===== config.mk =====
export PLATFORM = sky130hd
export DESIGN_NAME = brc_reset_config
export DESIGN_NICKNAME = d
export VERILOG_FILES = /design/src/design/brc_pkg.sv /design/src/design/brc_reset_config.sv /design/src/design/brc_debounce.sv /design/src/design/brc_hold_timer.sv
export SDC_FILE = /design/constraint.sdc
export NUM_CORES = 1
export LEC_CHECK = 0
export BUFFER_PORTS_ARGS = -buffer_cell sky130_fd_sc_hd__buf_2
export CORE_ASPECT_RATIO = 0.6
export CORE_MARGIN = 5
export CORE_UTILIZATION = 50
export CTS_BUF_LIST = sky130_fd_sc_hd__clkbuf_2
export DETAILED_ROUTE_END_ITERATION = 6
export PLACE_DENSITY = 0.68
export SLEW_MARGIN = 10
export SYNTH_ARGS = -nofsm -noshare
export SYNTH_HDL_FRONTEND = slang
export SYNTH_SLANG_ARGS = --single-unit

===== constraint.sdc =====
create_clock -name CLOCK -period 3 [get_ports CLOCK]
set_input_delay 0.6 -clock CLOCK [delete_from_list [all_inputs] [get_ports CLOCK]]
set_output_delay 0.6 -clock CLOCK [all_outputs]
set_load 0.02 [all_outputs]

===== src/design/brc_pkg.sv =====
// Constants for the board reset and configuration block
package brc_pkg;

  // Clock rate and timing figures
  localparam int unsigned CLOCK_KHZ      = 125000;
  localparam int unsigned POR_TIME_MS    = 500;
  localparam int unsigned POR_CYCLES     = POR_TIME_MS * CLOCK_KHZ;
  localparam int unsigned DEBOUNCE_MS    = 10;
  localparam int unsigned DEBOUNCE_CYCLES = DEBOUNCE_MS * CLOCK_KHZ;
  localparam int unsigned RESET_HOLD_CYCLES = 512;
  localparam int unsigned DEBUG_SHOW_NS  = 1000;
  localparam int unsigned DEBUG_SHOW_CYCLES = (DEBUG_SHOW_NS * CLOCK_KHZ) / 1000000;

  // Clock mode pattern during power-on reset
  localparam logic [1:0] CLOCK_MODE_PLL = 2'h2;

  // Configuration word width, lane n drives processor data bit n
  localparam int unsigned CFG_WIDTH = 16;

  // Field positions in the configuration word
  localparam int unsigned ARB_POS   = 0;
  localparam int unsigned PREFIX_POS = 1;
  localparam int unsigned BOOT_DIS_POS = 3;
  localparam int unsigned BOOT_PORT_POS = 4;
  localparam int unsigned SPACE_POS = 7;
  localparam int unsigned CARD_PIN_POS = 9;
  localparam int unsigned DBG_PIN_POS = 11;
  localparam int unsigned BUS_DIV_POS = 13;

  // Field values of the default word
  localparam logic [15:0] ARB_INTERNAL   = 16'h0000;
  localparam logic [15:0] PREFIX_ZERO    = 16'h0001;
  localparam logic [15:0] BOOT_ENABLED   = 16'h0000;
  localparam logic [15:0] BOOT_PORT_32   = 16'h0000;
  localparam logic [15:0] SPACE_DEFAULT  = 16'h0000;
  localparam logic [15:0] CARD_PINS_KEEP = 16'h0000;
  localparam logic [15:0] DBG_ON_SCAN    = 16'h0002;
  localparam logic [15:0] BUS_DIV_1TO1   = 16'h0000;

  localparam logic [15:0] CONFIG_DEFAULT =
    (ARB_INTERNAL << ARB_POS) | (PREFIX_ZERO << PREFIX_POS) |
    (BOOT_ENABLED << BOOT_DIS_POS) | (BOOT_PORT_32 << BOOT_PORT_POS) |
    (SPACE_DEFAULT << SPACE_POS) | (CARD_PINS_KEEP << CARD_PIN_POS) |
    (DBG_ON_SCAN << DBG_PIN_POS) | (BUS_DIV_1TO1 << BUS_DIV_POS);

  // Number of chip-select regions
  localparam int unsigned CS_REGIONS = 8;

  // Soft reset debug presentation phases
  typedef enum logic [1:0]
  {
    BRC_DBG_IDLE  = 2'b00,
    BRC_DBG_HELD  = 2'b01,
    BRC_DBG_AFTER = 2'b10
  } brc_dbg_t;

endpackage


===== src/design/brc_reset_config.sv =====
// Board reset merging, reset configuration, abort interrupt and transceiver gating
`timescale 1ns/1ns
module brc_reset_config
#(
  parameter int unsigned POR_CYCLES      = brc_pkg::POR_CYCLES,
  parameter int unsigned DEBOUNCE_CYCLES = brc_pkg::DEBOUNCE_CYCLES,
  parameter int unsigned CS_REGIONS      = brc_pkg::CS_REGIONS
)
(
  // Clock and reset
  input  wire logic                          CLOCK,
  input  wire logic                          RESET,
  // Supply detector and buttons, all low when active
  input  wire logic                          VOLTAGE_LOW_N,
  input  wire logic                          POWER_ON_BUTTON_N,
  input  wire logic                          SOFT_RESET_BUTTON_N,
  input  wire logic                          ABORT_BUTTON_N,
  // Host reset through the command converter
  input  wire logic                          HOST_SERIAL_MODE,
  input  wire logic                          PARALLEL_DATA_BIT3,
  input  wire logic                          PARALLEL_INIT_N,
  // Debug-port controller configuration levels
  input  wire logic                          DEBUG_MODE_ENABLE,
  input  wire logic                          DEBUG_MODE_ENTRY,
  input  wire logic                          DEBUG_CLOCK_MODE,
  // Configuration word write and readback
  input  wire logic                          CONFIG_WRITE,
  input  wire logic [brc_pkg::CFG_WIDTH-1:0] CONFIG_WRITE_DATA,
  output logic      [brc_pkg::CFG_WIDTH-1:0] CONFIG_WORD,
  // Chip-select region enables and processor chip selects
  input  wire logic [CS_REGIONS-1:0]         REGION_ENABLE,
  input  wire logic [CS_REGIONS-1:0]         CHIP_SELECT_N,
  // Power-on reset and clock mode pins
  output logic                               POWER_ON_RESET_N,
  output logic [1:0]                         CLOCK_MODE_PINS,
  output logic                               CLOCK_MODE_OE,
  // Shared open-drain hard reset line
  input  wire logic                          HARD_RESET_N_IN,
  output logic                               HARD_RESET_N_OUT,
  output logic                               HARD_RESET_N_OE,
  // Shared open-drain soft reset line
  input  wire logic                          SOFT_RESET_N_IN,
  output logic                               SOFT_RESET_N_OUT,
  output logic                               SOFT_RESET_N_OE,
  // Hard reset configuration onto the data bus
  output logic                               RESET_CONFIG_SELECT_N,
  output logic [brc_pkg::CFG_WIDTH-1:0]      CONFIG_DATA,
  output logic                               CONFIG_DATA_OE,
  // Debug port configuration pins
  output logic                               DEBUG_SERIAL_CLOCK,
  output logic                               DEBUG_SERIAL_DATA_IN,
  output logic                               DEBUG_PINS_OE,
  // Shared open-drain interrupt line zero
  input  wire logic                          IRQ_LINE0_N_IN,
  output logic                               IRQ_LINE0_N_OUT,
  output logic                               IRQ_LINE0_N_OE,
  output logic                               NMI_SEEN,
  // Local data transceiver enable
  output logic                               TRANSCEIVER_ENABLE
);

  // Refused at elaboration: sizes the vectors and counters cannot serve
  if (CS_REGIONS < 1 || CS_REGIONS > 32)
    $error("brc_reset_config: CS_REGIONS out of range");
  if (POR_CYCLES < 1 || DEBOUNCE_CYCLES < 1)
    $error("brc_reset_config: timing counts must be at least 1");

  localparam int unsigned PIN_W = 6 + CS_REGIONS;
  localparam int unsigned SHOW_W = $clog2(brc_pkg::DEBUG_SHOW_CYCLES + 1);

  logic             pwr_button;
  logic             soft_button;
  logic             abort_button;
  logic [PIN_W-1:0] pin_raw;
  logic [PIN_W-1:0] pin_meta;
  logic [PIN_W-1:0] pin_sync;
  logic             volt_low;
  logic             host_bit3;
  logic             host_init_n;
  logic             hard_line_low;
  logic             soft_line_low;
  logic             irq_line_low;
  logic [CS_REGIONS-1:0] cs_active_n;

  logic             por_request;
  logic             por_active;
  logic             host_request;
  logic             hard_request;
  logic             hard_active;
  logic             soft_request;
  logic             soft_active;
  logic             hard_seen;
  logic             hard_seen_prev;
  logic             hard_entry;

  logic [brc_pkg::CFG_WIDTH-1:0] cfg_stored;
  logic [brc_pkg::CFG_WIDTH-1:0] cfg_drive;

  brc_pkg::brc_dbg_t             dbg_state;
  brc_pkg::brc_dbg_t             next_dbg_state;
  logic [SHOW_W-1:0]             show_count;
  logic                          hit_enabled;

  // Buttons are debounced so contact bounce cannot chatter the resets
  brc_debounce #(.STABLE_CYCLES(DEBOUNCE_CYCLES)) u_pwr_button
  (
    .clk      (CLOCK),
    .reset    (RESET),
    .button_n (POWER_ON_BUTTON_N),
    .pressed  (pwr_button)
  );

  brc_debounce #(.STABLE_CYCLES(DEBOUNCE_CYCLES)) u_soft_button
  (
    .clk      (CLOCK),
    .reset    (RESET),
    .button_n (SOFT_RESET_BUTTON_N),
    .pressed  (soft_button)
  );

  brc_debounce #(.STABLE_CYCLES(DEBOUNCE_CYCLES)) u_abort_button
  (
    .clk      (CLOCK),
    .reset    (RESET),
    .button_n (ABORT_BUTTON_N),
    .pressed  (abort_button)
  );

  // Remaining pins arrive from outside the clock domain
  assign pin_raw = {CHIP_SELECT_N, IRQ_LINE0_N_IN, SOFT_RESET_N_IN, HARD_RESET_N_IN,
                    PARALLEL_INIT_N, PARALLEL_DATA_BIT3, VOLTAGE_LOW_N};

  // Two-flop synchroniser; idle levels are the inactive ones
  always_ff @(posedge CLOCK)
  begin
    if (RESET)
    begin
      pin_meta <= {{CS_REGIONS{1'b1}}, 6'h3D};
      pin_sync <= {{CS_REGIONS{1'b1}}, 6'h3D};
    end
    else
    begin
      pin_meta <= pin_raw;
      pin_sync <= pin_meta;
    end
  end

  assign volt_low      = ~pin_sync[0];
  assign host_bit3     = pin_sync[1];
  assign host_init_n   = pin_sync[2];
  assign hard_line_low = ~pin_sync[3];
  assign soft_line_low = ~pin_sync[4];
  assign irq_line_low  = ~pin_sync[5];
  assign cs_active_n   = pin_sync[PIN_W-1:6];

  // Detector trip or button starts the long power-on hold
  assign por_request = volt_low | pwr_button;

  brc_hold_timer #(.HOLD_CYCLES(POR_CYCLES), .ACTIVE_RESET(1'b1)) u_por_hold
  (
    .clk     (CLOCK),
    .reset   (RESET),
    .request (por_request),
    .active  (por_active)
  );

  assign POWER_ON_RESET_N = ~por_active;

  // Mode pins stand during power-on reset, released afterwards
  assign CLOCK_MODE_PINS = brc_pkg::CLOCK_MODE_PLL;
  assign CLOCK_MODE_OE   = por_active;

  // Host reset request depends on the converter transfer mode
  assign host_request = HOST_SERIAL_MODE ? host_bit3 : ~host_init_n;

  // Both buttons together mean hard reset; power-on also implies it
  assign hard_request = (soft_button & abort_button) | host_request | por_active;
  assign soft_request = soft_button & ~abort_button;

  // Board assertion lasts at least as long as an internal source
  brc_hold_timer #(.HOLD_CYCLES(brc_pkg::RESET_HOLD_CYCLES)) u_hard_hold
  (
    .clk     (CLOCK),
    .reset   (RESET),
    .request (hard_request),
    .active  (hard_active)
  );

  brc_hold_timer #(.HOLD_CYCLES(brc_pkg::RESET_HOLD_CYCLES)) u_soft_hold
  (
    .clk     (CLOCK),
    .reset   (RESET),
    .request (soft_request),
    .active  (soft_active)
  );

  // Open drain only: drive low or let go, never drive high
  assign HARD_RESET_N_OUT = 1'b0;
  assign HARD_RESET_N_OE  = hard_active;
  assign SOFT_RESET_N_OUT = 1'b0;
  assign SOFT_RESET_N_OE  = soft_active;

  // Line level covers the processor's own sources as well
  assign hard_seen  = hard_line_low | hard_active;
  assign hard_entry = hard_seen & ~hard_seen_prev;

  always_ff @(posedge CLOCK)
  begin
    if (RESET)
      hard_seen_prev <= 1'b0;
    else
      hard_seen_prev <= hard_seen;
  end

  // Stored word: defaults at power-on, software may rewrite later
  always_ff @(posedge CLOCK)
  begin
    if (RESET)
      cfg_stored <= brc_pkg::CONFIG_DEFAULT;
    else if (por_active)
      cfg_stored <= brc_pkg::CONFIG_DEFAULT;
    else if (CONFIG_WRITE)
      cfg_stored <= CONFIG_WRITE_DATA;
  end

  assign CONFIG_WORD = cfg_stored;

  // Snapshot at hard reset entry so a rewrite waits for the next one
  always_ff @(posedge CLOCK)
  begin
    if (RESET)
      cfg_drive <= brc_pkg::CONFIG_DEFAULT;
    else if (por_active)
      cfg_drive <= brc_pkg::CONFIG_DEFAULT;
    else if (hard_entry)
      cfg_drive <= cfg_stored;
  end

  // Select stands for the whole hard reset, word from the cycle after entry, reserved bits as stored
  assign CONFIG_DATA           = cfg_drive;
  assign CONFIG_DATA_OE        = hard_seen & ~hard_entry;
  assign RESET_CONFIG_SELECT_N = ~hard_seen;

  // Debug presentation: held during soft reset, then the entry level on the serial clock pin for a window after release
  always_comb
  begin
    next_dbg_state = dbg_state;
    case (dbg_state)
      brc_pkg::BRC_DBG_IDLE:
        if (soft_line_low)
          next_dbg_state = brc_pkg::BRC_DBG_HELD;
      brc_pkg::BRC_DBG_HELD:
        if (!soft_line_low)
          next_dbg_state = brc_pkg::BRC_DBG_AFTER;
      brc_pkg::BRC_DBG_AFTER:
        if (soft_line_low)
          next_dbg_state = brc_pkg::BRC_DBG_HELD;
        else if (show_count == SHOW_W'(brc_pkg::DEBUG_SHOW_CYCLES - 1))
          next_dbg_state = brc_pkg::BRC_DBG_IDLE;
      default:
        next_dbg_state = brc_pkg::BRC_DBG_IDLE;
    endcase
  end

  always_ff @(posedge CLOCK)
  begin
    if (RESET)
      dbg_state <= brc_pkg::BRC_DBG_IDLE;
    else
      dbg_state <= next_dbg_state;
  end

  // Window after release counted from zero
  always_ff @(posedge CLOCK)
  begin
    if (RESET || dbg_state != brc_pkg::BRC_DBG_AFTER)
      show_count <= '0;
    else
      show_count <= show_count + SHOW_W'(1);
  end

  // Registered debug pins so they never glitch across the release
  always_ff @(posedge CLOCK)
  begin
    if (RESET)
    begin
      DEBUG_SERIAL_CLOCK   <= 1'b0;
      DEBUG_SERIAL_DATA_IN <= 1'b0;
      DEBUG_PINS_OE        <= 1'b0;
    end
    else
    begin
      DEBUG_PINS_OE <= (next_dbg_state != brc_pkg::BRC_DBG_IDLE);
      if (next_dbg_state == brc_pkg::BRC_DBG_HELD)
      begin
        DEBUG_SERIAL_CLOCK   <= DEBUG_MODE_ENABLE;
        DEBUG_SERIAL_DATA_IN <= DEBUG_CLOCK_MODE;
      end
      else
      begin
        DEBUG_SERIAL_CLOCK   <= DEBUG_MODE_ENTRY;
        DEBUG_SERIAL_DATA_IN <= DEBUG_CLOCK_MODE;
      end
    end
  end

  // Abort alone raises the interrupt; with soft reset it means hard reset
  assign IRQ_LINE0_N_OUT = 1'b0;
  assign IRQ_LINE0_N_OE  = abort_button & ~soft_button;
  assign NMI_SEEN        = irq_line_low;

  // Open only for enabled, selected regions or during configuration
  assign hit_enabled        = |(~cs_active_n & REGION_ENABLE);
  assign TRANSCEIVER_ENABLE = hit_enabled | CONFIG_DATA_OE;

endmodule // brc_reset_config


===== src/design/brc_debounce.sv =====
// Two-flop synchroniser and debouncer for one active-low button
`timescale 1ns/1ns
module brc_debounce
#(
  parameter int unsigned STABLE_CYCLES = 1250000
)
(
  // Clock and reset
  input  wire logic clk,
  input  wire logic reset,
  // Raw button, low when pressed
  input  wire logic button_n,
  // Clean level, high while pressed
  output logic      pressed
);

  localparam int unsigned CW = $clog2(STABLE_CYCLES + 1);

  // Refused at elaboration, a zero window never settles
  if (STABLE_CYCLES < 1)
    $error("brc_debounce: STABLE_CYCLES must be at least 1");

  logic          sync_a;
  logic          sync_b;
  logic [CW-1:0] count;

  // Two flops before any logic looks at the pin
  always_ff @(posedge clk)
  begin
    if (reset)
    begin
      sync_a <= 1'b1;
      sync_b <= 1'b1;
    end
    else
    begin
      sync_a <= button_n;
      sync_b <= sync_a;
    end
  end

  // Level must stand unchanged before it is taken
  always_ff @(posedge clk)
  begin
    if (reset)
    begin
      count   <= '0;
      pressed <= 1'b0;
    end
    else if (~sync_b == pressed)
      count <= '0;
    else if (count == CW'(STABLE_CYCLES - 1))
    begin
      count   <= '0;
      pressed <= ~sync_b;
    end
    else
      count <= count + CW'(1);
  end

endmodule // brc_debounce


===== src/design/brc_hold_timer.sv =====
// Stretches a request level by a fixed number of cycles after it drops
`timescale 1ns/1ns
module brc_hold_timer
#(
  parameter int unsigned HOLD_CYCLES  = 512,
  parameter bit          ACTIVE_RESET = 1'b0
)
(
  // Clock and reset
  input  wire logic clk,
  input  wire logic reset,
  // Request level
  input  wire logic request,
  // High while requested and for HOLD_CYCLES afterwards
  output logic      active
);

  localparam int unsigned CW = $clog2(HOLD_CYCLES + 1);

  // Refused at elaboration, a zero hold adds nothing
  if (HOLD_CYCLES < 1)
    $error("brc_hold_timer: HOLD_CYCLES must be at least 1");

  logic [CW-1:0] remain;

  // Reload while requested, count down afterwards
  always_ff @(posedge clk)
  begin
    if (reset)
      remain <= ACTIVE_RESET ? CW'(HOLD_CYCLES) : '0;
    else if (request)
      remain <= CW'(HOLD_CYCLES);
    else if (remain != '0)
      remain <= remain - CW'(1);
  end

  assign active = request | (remain != '0);

endmodule // brc_hold_timer


## Word level (Yosys, flattened, before mapping)

Cells that the tools add are included.

- Mux-type cells: 11
- Bitwise logic cells: 31
- Equal/unequal tests: 11
- $add $sub $neg: 7
- Reduce and logical (&&, ||, !) cells: 19

Operators by type and width:

| operator | number |
|---|---|
| $add A21 B1 Y21 const B | 3 |
| $eq A21 B21 Y1 const B | 3 |
| $mux W10 | 4 |
| $reduce_bool A26 Y1 | 1 |
| $sub A26 B1 Y26 const B | 1 |
| $reduce_bool A10 Y1 | 2 |
| $sub A10 B1 Y10 const B | 2 |
| $not A1 Y1 | 16 |
| $reduce_or A3 Y1 | 3 |
| $and A8 B8 Y8 | 1 |
| $mux W2 | 4 |
| $not A8 Y8 | 1 |
| $or A1 B1 Y1 | 8 |
| $reduce_or A2 Y1 | 4 |
| $reduce_or A8 Y1 | 1 |
| $add A7 B1 Y7 const B | 1 |
| $eq A7 B7 Y1 const B | 1 |
| $pmux W2 S3 | 1 |
| $reduce_and A2 Y1 | 3 |
| $reduce_bool A2 Y1 | 3 |
| $and A1 B1 Y1 | 5 |
| $eq A2 B1 Y1 const B | 2 |
| $eq A1 B1 Y1 | 3 |
| $eq A2 B2 Y1 const B | 1 |
| other kinds (4) | 5 |

- Flip-flop bits (word level): 191
- Input bits: 48
- Logic and storage cells: 106
- Output and inout bits: 49

## Depth between registers and ports, before layout

- Depth after elaboration: 10
- Depth in mapped cells: 9
- Mapped depth without buffers: 8

## Hierarchy

From an unflattened synthesis, not the netlist that was laid out.

- Cells, all modules: 918
- Area total of the unflattened synthesis: 8,399.3 um^2

Modules (own cells, without submodules):

| module | instances | area each (um^2) | cells an instance |
|---|---|---|---|
| brc_debounce | 3 | 1,118.6 | 123 |
| brc_reset_config | 1 | 2,607.5 | 268 |
| brc_hold_timer (u_por_hold) | 1 | 1,337.5 | 155 |
| brc_hold_timer (u_hard_hold ...) | 2 | 549.3 | 63 |

## Worst setup path after synthesis

Ideal clock, no wire load.

- Kind: reg2out
- From: reg u_hard_hold.remain[2]
- To: out TRANSCEIVER_ENABLE
- Arrival: 2.307 ns
- Cell stages (with the launch flop): 7
- Slack: 0.093 ns
- Path through: dfxtp_1 > or4_1 > and4bb_2 > nand4_1 > inv_1 > clkbuf_1 > o21ai_0

- Cells in the longest elaborated chain, start to end: 7

RTL lines:

| element | RTL line | text |
|---|---|---|
| start, declared | brc_hold_timer.sv:24 | `logic [CW-1:0] remain;` |
| start signal, assigned | brc_hold_timer.sv:30 | `remain <= ACTIVE_RESET ? CW'(HOLD_CYCLES) : '0;` |
| start signal, assigned | brc_hold_timer.sv:32 | `remain <= CW'(HOLD_CYCLES);` |
| start signal, assigned | brc_hold_timer.sv:34 | `remain <= remain - CW'(1);` |
| $reduce_bool A10 Y1 (*) | brc_hold_timer.sv:37 | `assign active = request \| (remain != '0);` |
| $or A1 B1 Y1 (*) | brc_hold_timer.sv:37 |  |
| $or A1 B1 Y1 (*) | brc_reset_config.sv:204 | `assign hard_seen = hard_line_low \| hard_active;` |
| $and A1 B1 Y1 | brc_reset_config.sv:205 | `assign hard_entry = hard_seen & ~hard_seen_prev;` |
| $not A1 Y1 | brc_reset_config.sv:241 | `assign CONFIG_DATA_OE = hard_seen & ~hard_entry;` |
| $and A1 B1 Y1 (*) | brc_reset_config.sv:241 |  |
| $or A1 B1 Y1 (*) | brc_reset_config.sv:314 | `assign TRANSCEIVER_ENABLE = hit_enabled \| CONFIG_DATA_OE;` |
| end, declared | brc_reset_config.sv:59 | `output logic TRANSCEIVER_ENABLE` |

Mark *: on every way between the ends. The rest lies on a longest branch, timed or not.

## Final worst setup path

- From: reg u_por_hold.remain[17]
- To: reg cfg_drive (netlist bit CONFIG_DATA[1])

- Cells in the longest elaborated chain, start to end: 6
- Elaborated cells on any way between the ends: 7

RTL lines:

| element | RTL line | text |
|---|---|---|
| start, declared | brc_hold_timer.sv:24 |  |
| start signal, assigned | brc_hold_timer.sv:30 |  |
| start signal, assigned | brc_hold_timer.sv:32 |  |
| start signal, assigned | brc_hold_timer.sv:34 |  |
| $reduce_bool A26 Y1 (*) | brc_hold_timer.sv:37 |  |
| $or A1 B1 Y1 (*) | brc_hold_timer.sv:37 |  |
| $or A1 B1 Y1 | brc_reset_config.sv:177 | `assign hard_request = (soft_button & abort_button) \| host_request \| por_active;` |
| $or A1 B1 Y1 | brc_hold_timer.sv:37 |  |
| $or A1 B1 Y1 | brc_reset_config.sv:204 |  |
| $and A1 B1 Y1 | brc_reset_config.sv:205 |  |
| end signal, assigned | brc_reset_config.sv:232 | `cfg_drive <= brc_pkg::CONFIG_DEFAULT;` |
| end signal, assigned | brc_reset_config.sv:234 | `cfg_drive <= brc_pkg::CONFIG_DEFAULT;` |
| end signal, assigned | brc_reset_config.sv:236 | `cfg_drive <= cfg_stored;` |
| end, declared | brc_reset_config.sv:97 | `logic [brc_pkg::CFG_WIDTH-1:0] cfg_drive;` |

Marked as above.
A chain may end at the register's enable or synchronous reset.

==> out/results.txt <==
Net count, final -> 1059
Post-synth top cells -> dfxtp_1, nor2_1, nand3_1, xnor2_1, xor2_1
fraction of layout cells with a size suffix above 1 -> 22.9%
multi-input logic area -> 0.00387 mm2
Rel. slew slack -> 42.1%
achievable frequency -> 295 MHz
met1 GRT Util -> 26.2%
main area contributors after synthesis -> dfxtp_1, nor2_1, xnor2_1
largest net degree at the start of global routing -> 51
GRT overflow -> 0
count leader, synth -> dfxtp_1
FF+latch count, synth -> 191
clk sinks -> 191
Max Cap Viol -> 0
die area -> 0.0185 mm2
Gate Count Post-Synth -> 873
GRT Util Overall -> 17.3%
number of H-tree levels -> 4
fillers -> 1352
fin crit share -> 113%
final wirelength -> 16500 um
vias -> 6285
Syn Area/Cell -> 9.08 um2
Startpoint Class -> register
GP Congestion -> 0.811
remaining antenna violation count after routing -> 0
Pleak -> 0.00348 uW
Worst-Margin Slew -> 0.861 ns
Yosys cell types -> 55
violated checks -> setup timing
WP buf/inv -> 14
Final setup viols -> 22
crit end category -> register
Die W -> 173 um
row count -> 35
max-slew violation count -> 0
sequential area share after synthesis -> 48.3%
Most Frequent Cell on Critical Path -> buf_4
Post-synth EDFFs -> 0
outcome -> finished with violations
critical path data arrival time -> 4.01 ns
maximum vdd ir drop -> 0.300 mV
Detailed Place HPWL -> 11200 um
Area growth, synth to finish -> 16.7%
PnR worst setup slack -> -0.384 ns
n_diodes -> 0
crit-path max FO -> 16
core box area -> 0.0155 mm2
Area after DPL -> 0.00854 mm2
initial antenna violation count -> 0
vias in the first global route -> 5537
TNS Setup -> -7.43 ns
die height -> 108 um
FF/Latch Area -> 0.00384 mm2
design area -> 0.00925 mm2
slowest stage delay, CP -> 0.52 ns
synth warn -> 0
Min Clock Period, post-route -> 3.38 ns
met2 usage -> 24.0%
Num CTS Buffers -> 17
Clock transition at path regs -> 0.27 ns
Primary FF master, synth -> dfxtp_1
Starting Density -> 51.3%
I/O Buffers -> 91
drc violations -> 0
FF-to-FF setup slack -> -0.38 ns
DRT Pass-1 Iters -> 7
worst path required time -> 3.63 ns
Tot Pwr -> 4560 uW
RSZ-0062 raised after global routing -> true
initial drt markers -> 287
CTS Root Cell -> clkbuf_2
CP cell instances -> or4_4 > buf_4 > buf_6 > nor4_2 > nand4_1 > buf_4 > buf_4 > buf_4 > buf_4 > buf_4 > buf_4 > buf_4 > buf_4 > buf_4 > buf_4 > buf_4 > buf_12 > nand3_1 > nand3_1
Crit Path Category -> register to register
GRT busiest layer -> met1
I/O Pins -> 97
Hold Crit Class -> primary input to register
Clock Skew -> 0.0537 ns
Mapped Area -> 0.00792 mm2
Max Buffers Root-to-Sink -> 2
Hold Vio Cnt, Final -> 0
met3 GRT Util -> 4.28%
critical path's top delay family -> buffers and inverters
power density over cell area -> 493 mW/mm2
Async SR Flop Fraction -> 0%
top cell type's share of synthesized area -> 48.3%
worst skew pair latency -> 0.74 ns
pre-CTS setup slack -> 0.249 ns
CP max stage cell -> or4_4
TritonCTS clock tree -> yes
first-pass GRT wire length -> 27200 um
area leader, netlist -> dfxtp_1
WL/cell -> 13.6 um
Hold WS -> 0.0616 ns
Vias per Instance -> 5.16
stage by stage:
stage,utilization [%],instances
finish,59.8,1217
global route,59.8,1217
CTS,59.1,1206
detailed placement,55.2,1143
global placement,55.2,1143
floorplan,-,876
kinds of logic after synthesis:
group | synth area share (%)
adders and majority gates | 1.58
and+or+nand+nor | 27.4
xor gates and xnor gates | 8.62
muxes | 3.17
buffers and inverters | 3.98
AOI/OAI and AO/OA | 6.85
DFF | 48.3
other | 0.0948
path summary, 6_finish.rpt:
path,start,to,cells past startpoint
max,u_por_hold.remain[17]$_SDFFE_PP0P_,CONFIG_DATA[1]$_SDFFE_PP1P_,19
max reg2reg,u_por_hold.remain[17]$_SDFFE_PP0P_,CONFIG_DATA[1]$_SDFFE_PP1P_,19
min reg2reg,pin_meta[11]$_SDFF_PP1_,pin_sync[11]$_SDFF_PP1_,1
min,DEBUG_CLOCK_MODE,DEBUG_SERIAL_DATA_IN$_SDFF_PP0_,2
report_power, final:
part	total, uW	switching [uW]	internal (uW)
combinational	626	325	302
clock	1210	898	317
sequential	2720	84.0	2640
total	4560	1310	3250
flip-flops by register name (all words and copies together) (netlist names), 2 cells and up:
name	count
u_soft_hold.remain	10
show_count	7
CONFIG_DATA	16
dbg_state	2
u_hard_hold.remain	10
u_soft_button.count	21
CONFIG_WORD	16
u_pwr_button.count	21
u_por_hold.remain	26
pin_sync	14
u_abort_button.count	21
pin_meta	14
layout make-up:
class                      count  share of cell area [%]
clock buffer                  18                   0.974
clock inverter                14                    1.45
inverter                      30                    1.22
sequential                   191                    41.5
timing repair buffer         146                    10.3
multi-input combinational    615                    41.8
tap                          203                    2.75
routing by layer:
| layer | share of wire, % | wire, um |
|---|---|---|
| met2 | 39 | 6400 |
| met3 | 5.6 | 930 |
| met1 | 54 | 8930 |
| met4 | 1.4 | 234 |
| met5 | 0 | 0 |
what timing repair did:
action,4_1_cts,5_1_grt
resized for setup,34,9
endpoints found under the hold margin,9,6
endpoints found under the setup margin,7,23
setup buffers,22,5
hold buffers,9,6
pin swaps,6,5
cells in the final DEF (no fill, tap or decap), types with 4 or more instances in the layout:
cell type,n
or4_4,5
nor3_1,23
or4_1,12
xor2_1,37
clkbuf_2,18
buf_2,86
clkinv_4,4
nand4_1,20
xnor2_1,41
o21ai_0,26
a21oi_1,28
and3_1,16
nand2b_1,5
nor2_1,130
buf_6,5
dfxtp_1,182
buf_4,39
nor4_1,14
o31ai_1,9
o22ai_1,4
inv_1,27
nand2_1,35
mux2i_1,24
and4_1,6
conb_1,5
nand3b_1,4
or2_2,35
nor2b_1,7
nand3_1,47
a211oi_1,5
dfxtp_2,8
or3_1,21
nor4b_1,5
ha_1,9
dlygate4sd3_1,15
No activity file was read; power rests on OpenSTA's default activity.
